### config.mk
export PLATFORM = sky130hd
export DESIGN_NAME = bbsd_decode
export DESIGN_NICKNAME = d
export VERILOG_FILES = /design/src/inc/bbsd_pkg.sv /design/src/logic/bbsd_decode.sv
export SDC_FILE = /design/constraint.sdc
export NUM_CORES = 1
export LEC_CHECK = 0
export BUFFER_PORTS_ARGS = -buffer_cell sky130_fd_sc_hd__buf_2
export CORE_AREA = 2 2 92 112
export CTS_BUF_LIST = sky130_fd_sc_hd__clkbuf_4
export CTS_CLUSTER_DIAMETER = 100
export DETAILED_ROUTE_END_ITERATION = 12
export DIE_AREA = 0 0 94 114
export PLACE_DENSITY = 0.81
export SYNTH_ARGS = -nofsm -noshare
export SYNTH_HDL_FRONTEND = slang
export SYNTH_SLANG_ARGS = --single-unit
### constraint.sdc
create_clock -name i_core_clk -period 3.5 [get_ports i_core_clk]
set_clock_uncertainty 0.2 [all_clocks]
set_input_delay 0.35 -clock i_core_clk [delete_from_list [all_inputs] [get_ports i_core_clk]]
set_output_delay 0.35 -clock i_core_clk [all_outputs]
set_load 0.01 [all_outputs]
### src/inc/bbsd_pkg.sv
// constants, types and carriers for the branch, bit-set and bit-test-skip decoder
//
// Overview of operation
// - opcode top five bits 11010 is the relative jump; low eleven bits are offset
// - jump offset is signed -1024..1023 and doubled to a byte offset
// - jump target is own address plus two plus twice offset; flags untouched
// - jump takes two cycles: decode, read, process, write counter; then a no-op
// - opcode top four bits 1000 is bit set: bit index, access selector, address
// - bit set forces chosen bit of register to one in one read-modify-write cycle
// - selector 0 uses the access bank; selector 1 uses the bank select pointer
// - extended set, selector 0, address at most 5Fh uses indexed literal offset
// - taken skip discards fetched word, runs one no-op cycle, two if double word
package bbsd_pkg;

   localparam int unsigned INSTR_W = 16;
   localparam int unsigned PC_W    = 21;
   localparam int unsigned FADDR_W = 12;
   localparam int unsigned OFF_W   = 11;
   localparam int unsigned BANK_W  = 4;

   // opcode patterns
   localparam logic [4:0] OPC_JUMP     = 5'h1A;
   localparam logic [3:0] OPC_SETBIT   = 4'h8;
   localparam logic [3:0] OPC_SKIP_CLR = 4'hB;
   localparam logic [3:0] OPC_SKIP_SET = 4'hA;

   // field positions
   localparam int unsigned BIT_LSB   = 9;
   localparam int unsigned ACC_POS   = 8;
   localparam int unsigned POL_POS   = 12;

   // addressing constants
   localparam logic [7:0]        IDX_LIMIT  = 8'h5F;
   localparam logic [7:0]        ACC_SPLIT  = 8'h80;
   localparam logic [BANK_W-1:0] ACC_HI_BNK = 4'hF;
   localparam logic [BANK_W-1:0] ACC_LO_BNK = 4'h0;
   localparam logic [PC_W-1:0]   PC_STEP    = 21'h000002;

   // no-op cycles after a jump or a skip
   localparam logic [1:0] NOP_ONE = 2'h1;
   localparam logic [1:0] NOP_TWO = 2'h2;

   typedef enum logic [1:0]
   {
      Q1 = 2'b00,
      Q2 = 2'b01,
      Q3 = 2'b11,
      Q4 = 2'b10
   } bbsd_quarter_e;

   typedef enum logic [1:0]
   {
      OP_NONE   = 2'b00,
      OP_JUMP   = 2'b01,
      OP_SETBIT = 2'b11,
      OP_SKIP   = 2'b10
   } bbsd_op_e;

   typedef struct packed
   {
      logic               rd;
      logic               wr;
      logic [FADDR_W-1:0] addr;
      logic [7:0]         wdata;
   } bbsd_file_s;

   typedef struct packed
   {
      logic            wr;
      logic [PC_W-1:0] target;
   } bbsd_pc_s;

endpackage

### src/logic/bbsd_decode.sv
// decoder and executor for relative jump, register bit set and bit test skip
`timescale 1ns/10ps
`default_nettype none

module bbsd_decode
   import bbsd_pkg::*;
(
   // clock and reset
   input  wire logic                 i_core_clk,
   input  wire logic                 i_rst_n,
   // fetched instruction
   input  wire logic [INSTR_W-1:0]   i_instr,
   input  wire logic [PC_W-1:0]      i_instr_addr,
   input  wire logic                 i_next_two_word,
   // addressing context
   input  wire logic                 i_ext_en,
   input  wire logic [BANK_W-1:0]    i_bank_select,
   input  wire logic [FADDR_W-1:0]   i_index_base,
   // file register read data
   input  wire logic [7:0]           i_rd_data,
   // sequencing
   output bbsd_quarter_e             o_quarter,
   output bbsd_op_e                  o_op,
   output var logic                  o_nop_cycle,
   output var logic                  o_flush,
   // file register and program counter
   output bbsd_file_s                o_file,
   output bbsd_pc_s                  o_pc
);

   //--------------------------------------------------------------
   // decode helpers
   //--------------------------------------------------------------
   function automatic bbsd_op_e decode_op(input logic [INSTR_W-1:0] ins);
      bbsd_op_e op;
      op = OP_NONE;
      if (ins[15:11] == OPC_JUMP)
         op = OP_JUMP;
      else if (ins[15:12] == OPC_SETBIT)
         op = OP_SETBIT;
      else if (ins[15:12] == OPC_SKIP_CLR || ins[15:12] == OPC_SKIP_SET)
         op = OP_SKIP;
      return op;
   endfunction

   function automatic logic [FADDR_W-1:0] resolve_addr(
      input logic [INSTR_W-1:0] ins,
      input logic               ext,
      input logic [BANK_W-1:0]  bank,
      input logic [FADDR_W-1:0] base);
      logic [7:0] f;
      f = ins[7:0];
      if (ins[ACC_POS])
         resolve_addr = {bank, f};
      else if (ext && f <= IDX_LIMIT)
         resolve_addr = FADDR_W'(base + {ACC_LO_BNK, f});
      else if (f >= ACC_SPLIT)
         resolve_addr = {ACC_HI_BNK, f};
      else
         resolve_addr = {ACC_LO_BNK, f};
   endfunction

   //--------------------------------------------------------------
   // state
   //--------------------------------------------------------------
   bbsd_quarter_e       q_r, q_nxt;
   bbsd_op_e            op_r, op_nxt;
   logic [INSTR_W-1:0]  instr_r, instr_nxt;
   logic [PC_W-1:0]     iaddr_r, iaddr_nxt;
   logic [7:0]          data_r, data_nxt;
   logic [1:0]          nop_r, nop_nxt;
   logic                nop_cyc_r, nop_cyc_nxt;
   logic                flush_r, flush_nxt;
   bbsd_file_s          file_r, file_nxt;
   bbsd_pc_s            pc_r, pc_nxt;

   logic [PC_W-1:0]     jump_target;
   logic [7:0]          bit_mask;
   logic                skip_taken;

   // offset doubled and sign extended onto the counter width
   assign jump_target = PC_W'(iaddr_r + PC_STEP
                        + {{(PC_W-OFF_W-1){instr_r[OFF_W-1]}},
                           instr_r[OFF_W-1:0], 1'b0});
   assign bit_mask    = 8'(8'h01 << instr_r[BIT_LSB+:3]);
   // clear variant skips on zero, set variant on one
   assign skip_taken  = instr_r[POL_POS] ? ~|(data_r & bit_mask)
                                         : |(data_r & bit_mask);

   //--------------------------------------------------------------
   // next-state logic
   //--------------------------------------------------------------
   always_comb
   begin
      q_nxt        = q_r;
      op_nxt       = op_r;
      instr_nxt    = instr_r;
      iaddr_nxt    = iaddr_r;
      data_nxt     = data_r;
      nop_nxt      = nop_r;
      nop_cyc_nxt  = nop_cyc_r;
      flush_nxt    = 1'b0;
      file_nxt     = file_r;
      file_nxt.rd  = 1'b0;
      file_nxt.wr  = 1'b0;
      pc_nxt       = pc_r;
      pc_nxt.wr    = 1'b0;
      unique case (q_r)
         Q1:
         begin
            q_nxt = Q2;
            if (nop_r != 2'h0)
            begin
               // fetched word is discarded; this cycle does nothing
               op_nxt      = OP_NONE;
               nop_nxt     = nop_r - 2'h1;
               nop_cyc_nxt = 1'b1;
            end
            else
            begin
               nop_cyc_nxt   = 1'b0;
               instr_nxt     = i_instr;
               iaddr_nxt     = i_instr_addr;
               op_nxt        = decode_op(i_instr);
               file_nxt.addr = resolve_addr(i_instr, i_ext_en, i_bank_select, i_index_base);
               file_nxt.rd   = (decode_op(i_instr) == OP_SETBIT)
                               || (decode_op(i_instr) == OP_SKIP);
            end
         end
         Q2:
         begin
            q_nxt = Q3;
            if (file_r.rd)
               data_nxt = i_rd_data;
         end
         Q3:
         begin
            q_nxt = Q4;
            if (op_r == OP_SETBIT)
            begin
               file_nxt.wr    = 1'b1;
               file_nxt.wdata = data_r | bit_mask;
            end
            else if (op_r == OP_JUMP)
            begin
               pc_nxt.wr     = 1'b1;
               pc_nxt.target = jump_target;
               nop_nxt       = NOP_ONE;
            end
            else if (op_r == OP_SKIP && skip_taken)
            begin
               flush_nxt = 1'b1;
               nop_nxt   = i_next_two_word ? NOP_TWO : NOP_ONE;
            end
         end
         Q4:
         begin
            q_nxt = Q1;
         end
      endcase
   end

   //--------------------------------------------------------------
   // registers
   //--------------------------------------------------------------
   always_ff @(posedge i_core_clk or negedge i_rst_n)
   begin
      if (!i_rst_n)
      begin
         q_r       <= Q1;
         op_r      <= OP_NONE;
         instr_r   <= 16'h0000;
         iaddr_r   <= 21'h000000;
         data_r    <= 8'h00;
         nop_r     <= 2'h0;
         nop_cyc_r <= 1'b0;
         flush_r   <= 1'b0;
         file_r    <= '0;
         pc_r      <= '0;
      end
      else
      begin
         q_r       <= q_nxt;
         op_r      <= op_nxt;
         instr_r   <= instr_nxt;
         iaddr_r   <= iaddr_nxt;
         data_r    <= data_nxt;
         nop_r     <= nop_nxt;
         nop_cyc_r <= nop_cyc_nxt;
         flush_r   <= flush_nxt;
         file_r    <= file_nxt;
         pc_r      <= pc_nxt;
      end
   end

   assign o_quarter   = q_r;
   assign o_op        = op_r;
   assign o_nop_cycle = nop_cyc_r;
   assign o_flush     = flush_r;
   assign o_file      = file_r;
   assign o_pc        = pc_r;
endmodule

`default_nettype wire

# After elaboration in Yosys (flattened, before gate mapping)
# Index checks and enable logic that the tools add are counted.
[word_totals]
regBits = 94
out_inout_bits = 50
input_bits = 65
word_cells = 83
[classes]
order_cmp = 2
bitwise = 4
eq_ne = 15
shift = 1
reduce_logical = 14
add_sub_neg = 4
n_mux = 29
[op_table]
columns = ["cell", "n"]
rows = [
  ["22-bit 2-to-1 mux", 3],
  ["12-bit 2-to-1 mux", 3],
  ["2-bit 2-to-1 mux", 11],
  ["21-bit by 2-bit adder with 21-bit output, second input constant", 1],
  ["21-bit adder", 1],
  ["12-bit by 8-bit adder with 12-bit output", 1],
  ["2-bit equality test, second input constant", 6],
  ["4-bit equality test, second input constant", 3],
  ["1-bit 2-to-1 mux", 10],
  ["8-bit AND", 1],
  ["8-bit greater-or-equal comparator, second input constant", 1],
  ["8-bit by 7-bit <= comparator with 1-bit output, second input constant", 1],
  ["8-bit OR", 1],
  ["2-bit case mux with 4 select lines", 1],
  ["8-bit OR reduction", 1],
  ["1-bit by 3-bit << shifter with 8-bit output, first input constant", 1],
  ["2-bit AND reduction", 3],
  ["5-bit equality test, second input constant", 1],
  ["2-bit by 1-bit equality test with 1-bit output, second input constant", 2],
  ["2-bit inequality test, second input constant", 2],
  ["2-bit case mux with 2 select lines", 1],
  ["4-bit AND reduction", 1],
  ["2-bit nonzero test", 2],
  ["3-bit inequality test, second input constant", 1],
  ["other kinds (7)", 10],
]

# Logic depth before layout (Yosys ltp)
[logic_depth]
depth_word = 11
mapped_depth = 12
ltp_nobuf = 12

# Worst setup path before layout
# Ideal clock, no wire load.
[synth_timing]
path_kind = "register to register"
from = "reg instr_r[10]"
to = "reg pc_r, in the netlist o_pc[20]"
setup_slack_ns = 0.812
required_ns = 3.231
t_arrival_ns = 2.419
stages_incl_launch_ff = 10
setup_ns = 0.069
cell_sequence = "dfrtp_1 ha_1 ha_1 buf_2 and3_4 nor2b_1 a2111oi_4 a21oi_2 a2111o_1 nand3_1"
[synth_via]
elab_chain_cells = 1
[synth_lines]
columns = ["element", "line_no", "text"]
rows = [
  ["start: declaration", "bbsd_decode.sv:68", "logic [INSTR_W-1:0] instr_r, instr_nxt;"],
  ["start signal: assignment", "bbsd_decode.sv:185", "instr_r <= instr_nxt;"],
  ["21-bit adder", "bbsd_decode.sv:83", "+ {{(PC_W-OFF_W-1){instr_r[OFF_W-1]}},"],
  ["end signal: assignment", "bbsd_decode.sv:192", "pc_r <= pc_nxt;"],
  ["end: declaration", "bbsd_decode.sv:75", "bbsd_pc_s pc_r, pc_nxt;"],
]
# Every way passes these cells.
# A chain may end at the register's enable or synchronous reset.

# Worst setup path in the final report
# Ends and elaborated chain as after synthesis.

==> qor.txt <==
outcome: finished, final reports clean
Synth Register Bits: 94
worst r2r path cells: 8
final worst slack: 0.6684 ns
RSZ-0062 raised after global routing: no
register area: 2352 um^2
average size of a mapped cell: 9.189 um^2
cell taking the most area after synthesis: dfrtp_1
Worst-path clk slew: 0.17 ns
initial core utilization: 54.99%
fin util: 68.13%
P_leak: 3.403 nW
io pins: 115
CTS Buf Count: 9
minimum clock period: 2.832 ns
die height: 114 um
DR pass1 iterations: 4
GP Congestion: 0.8299
Post-synth EDFFs: 0
count leader, synth: nand2_1
Post-Route Setup TNS: 0 ns
vias per cell: 5.526
path type of the worst setup path: register to register
Final HPWL DP: 9444 um
share of the synthesized area in the top cell type: 43.83%
Mapped Area: 5366 um^2
Die X: 94 um
first-pass GRT wire length: 21570 um
Rows: 40
# clock sinks: 94
IO buf count: 114
Synth top cells by count: nand2_1, dfrtp_1, o21ai_0, ha_1, a21oi_1
CTS tree: built
largest net degree at the start of global routing: 64
Reg-to-Reg Start: instr_r[10]
DIE AREA: 10720 um^2
max cap viols: 0
total setup buffers inserted after CTS: 0
Critical Path RT: 3.71 ns
Starting DRT DRC Count: 176
DRC viols: 0
hold_sp: i_index_base[11]
hold endpoint: o_file[19]
root buf cell: clkbuf_4
Post-Syn Nets: 697
GRT Total Usage: 25.12%
Yosys cell types: 52
worst hold path class: input port to register
grt total ovfl: 0
Peak VDD IR: 0.4666 mV
crit path DAT: 3.04 ns
number of synthesis warnings: 0
Slew @ Worst Pin: 0.7705 ns
ranking of synthesized cells by area: dfrtp_1, nand2_1, ha_1, o21ai_0, a21oi_1
synth-to-layout area growth: 23.90%
synthesized netlist cell count: 584
nets: 852
Worst Path Max Fanout: 8
Peak Freq: 0.3532 GHz
RR Endpoint: o_pc[20]
Slew headroom: 48.63%
post-place setup slack: 0.6959 ns
# diodes: 0
DR vias: 4808
Main synth FF type: dfrtp_1
clock tree buffer depth: 2
Worst setup SP type: register
worst hold stages: 3
post-cts resize count: 0
ANT nets after route: 0
Seq/Total Area, Yosys: 43.83%
H-tree Lvls: 3
fin crit share: 80.90%
WL/cell: 14.79 um
core region area: 9759 um^2
pwr dens: 806.0 nW/um^2
ys async rst share: 100.0%
reg-to-reg slack, setup: 0.67 ns
Setup crit end kind: register
clk_lat worst skew: 0.46 ns
Filler cells: 781
multi-input logic area: 2859 um^2
Routed WL: 12870 um
Slew Limit Fails: 0
setup violators final: 0
Post-CTS Hold Fix Bufs: 45
initial antenna violation count: 0
Final Hold Vio Count: 0
vias in the first global route: 4713
share of cells above drive strength 1: 21.24%
[cells in the final DEF, fill, tap and decap left out, types with 4 or more instances in the layout]
| cell type | count |
|---|---|
| o221ai_1 | 4 |
| nand3_1 | 8 |
| o211ai_1 | 4 |
| buf_4 | 8 |
| mux2_2 | 9 |
| nand2_1 | 154 |
| ha_1 | 46 |
| and3_1 | 5 |
| nor2_1 | 13 |
| a211oi_1 | 5 |
| a21oi_1 | 38 |
| or3_1 | 4 |
| a21o_1 | 6 |
| inv_1 | 18 |
| o21a_1 | 8 |
| xnor2_1 | 11 |
| buf_2 | 113 |
| clkbuf_4 | 9 |
| o21bai_1 | 4 |
| nor2b_1 | 7 |
| xor2_1 | 11 |
| dfrtp_1 | 94 |
| o31ai_1 | 4 |
| nand2b_1 | 4 |
| and2_1 | 5 |
| o21ai_0 | 53 |
| dlygate4sd3_1 | 45 |
[worst max path at each step]
stage               depth (start not counted)        start  slack [ns]  endpoint
global route                               10   instr_r[1]        0.50  o_pc[18]
CTS                                        10   instr_r[1]        0.67  o_pc[18]
floorplan                                   9  instr_r[10]        0.81  o_pc[20]
global placement                            8   instr_r[7]        0.78  o_pc[17]
detailed placement                         10   instr_r[1]        0.70  o_pc[18]
finish                                      8  instr_r[10]        0.67  o_pc[20]
[worst max-delay path, stage by stage, from the launching register on]
cell and delay, ns:
dfrtp_1 0.48, ha_1 0.34, ha_1 0.44, and3_4 0.25, nor2b_1 0.15, a2111oi_4 0.34, a21oi_2 0.13, a2111o_1 0.37
nand3_1 0.08
[cell families (layout without fill, tap and decap cells)]
group | count (synthesis) | count (layout) | share of synthesized area (%)
fa+ha+maj | 48 | 48 | 11.47
xor+xnor | 22 | 22 | 3.590
mux | 13 | 13 | 2.658
buf+inv | 41 | 201 | 2.938
flops | 94 | 94 | 43.83
simple gates | 217 | 217 | 17.51
compound gates | 149 | 149 | 18.00
[layout make-up]
class	instances	area share, %
clock buffers	9	1.016
clock inverters	7	0.9785
inverters	19	1.073
multi-input cells	449	43.00
flip-flops and latches	94	35.38
well taps	126	2.371
repair buffers	166	16.18
[metal layers]
metal | vias up | share of wire (%) | wire length (um) | GRT usage, %
met5 | - | 0 | 0 | 0
met4 | 0 | 2.6 | 338 | 9.469
met3 | 31 | 4.2 | 542 | 3.633
met2 | 149 | 50 | 6454 | 42.90
met1 | 2280 | 43 | 5536 | 32.34
li1 | 2348 | - | - | -
[flip-flops by register name, summed over array words and instances, names as in the netlist]
| signal | cells |
|---|---|
| o_file | 22 |
| nop_r | 2 |
| o_pc | 22 |
| o_op | 2 |
| data_r | 8 |
| instr_r | 13 |
| iaddr_r | 21 |
| o_quarter | 2 |
| o_flush | 1 |
| o_nop_cycle | 1 |
[report_power, final]
| group | total [mW] | switching [mW] | internal, mW |
|---|---|---|---|
| logic | 3.04 | 1.71 | 1.32 |
| clock network | 0.574 | 0.411 | 0.164 |
| registers | 1.75 | 0.276 | 1.47 |
[stage by stage]
step           hold slack (ns)  power (mW)  std cells  cell area (um^2)
6_report               0.01792       5.359        870              6649
3_3_place_gp            0.2505       4.620        809              6066
4_1_cts               0.001469       5.347        870              6649
5_1_grt                0.01071       5.799        870              6649
2_1_floorplan          -0.1456       3.882        584              5366
3_5_place_dp            0.2663       4.705        809              6066
(Power assumes the default switching activity.)
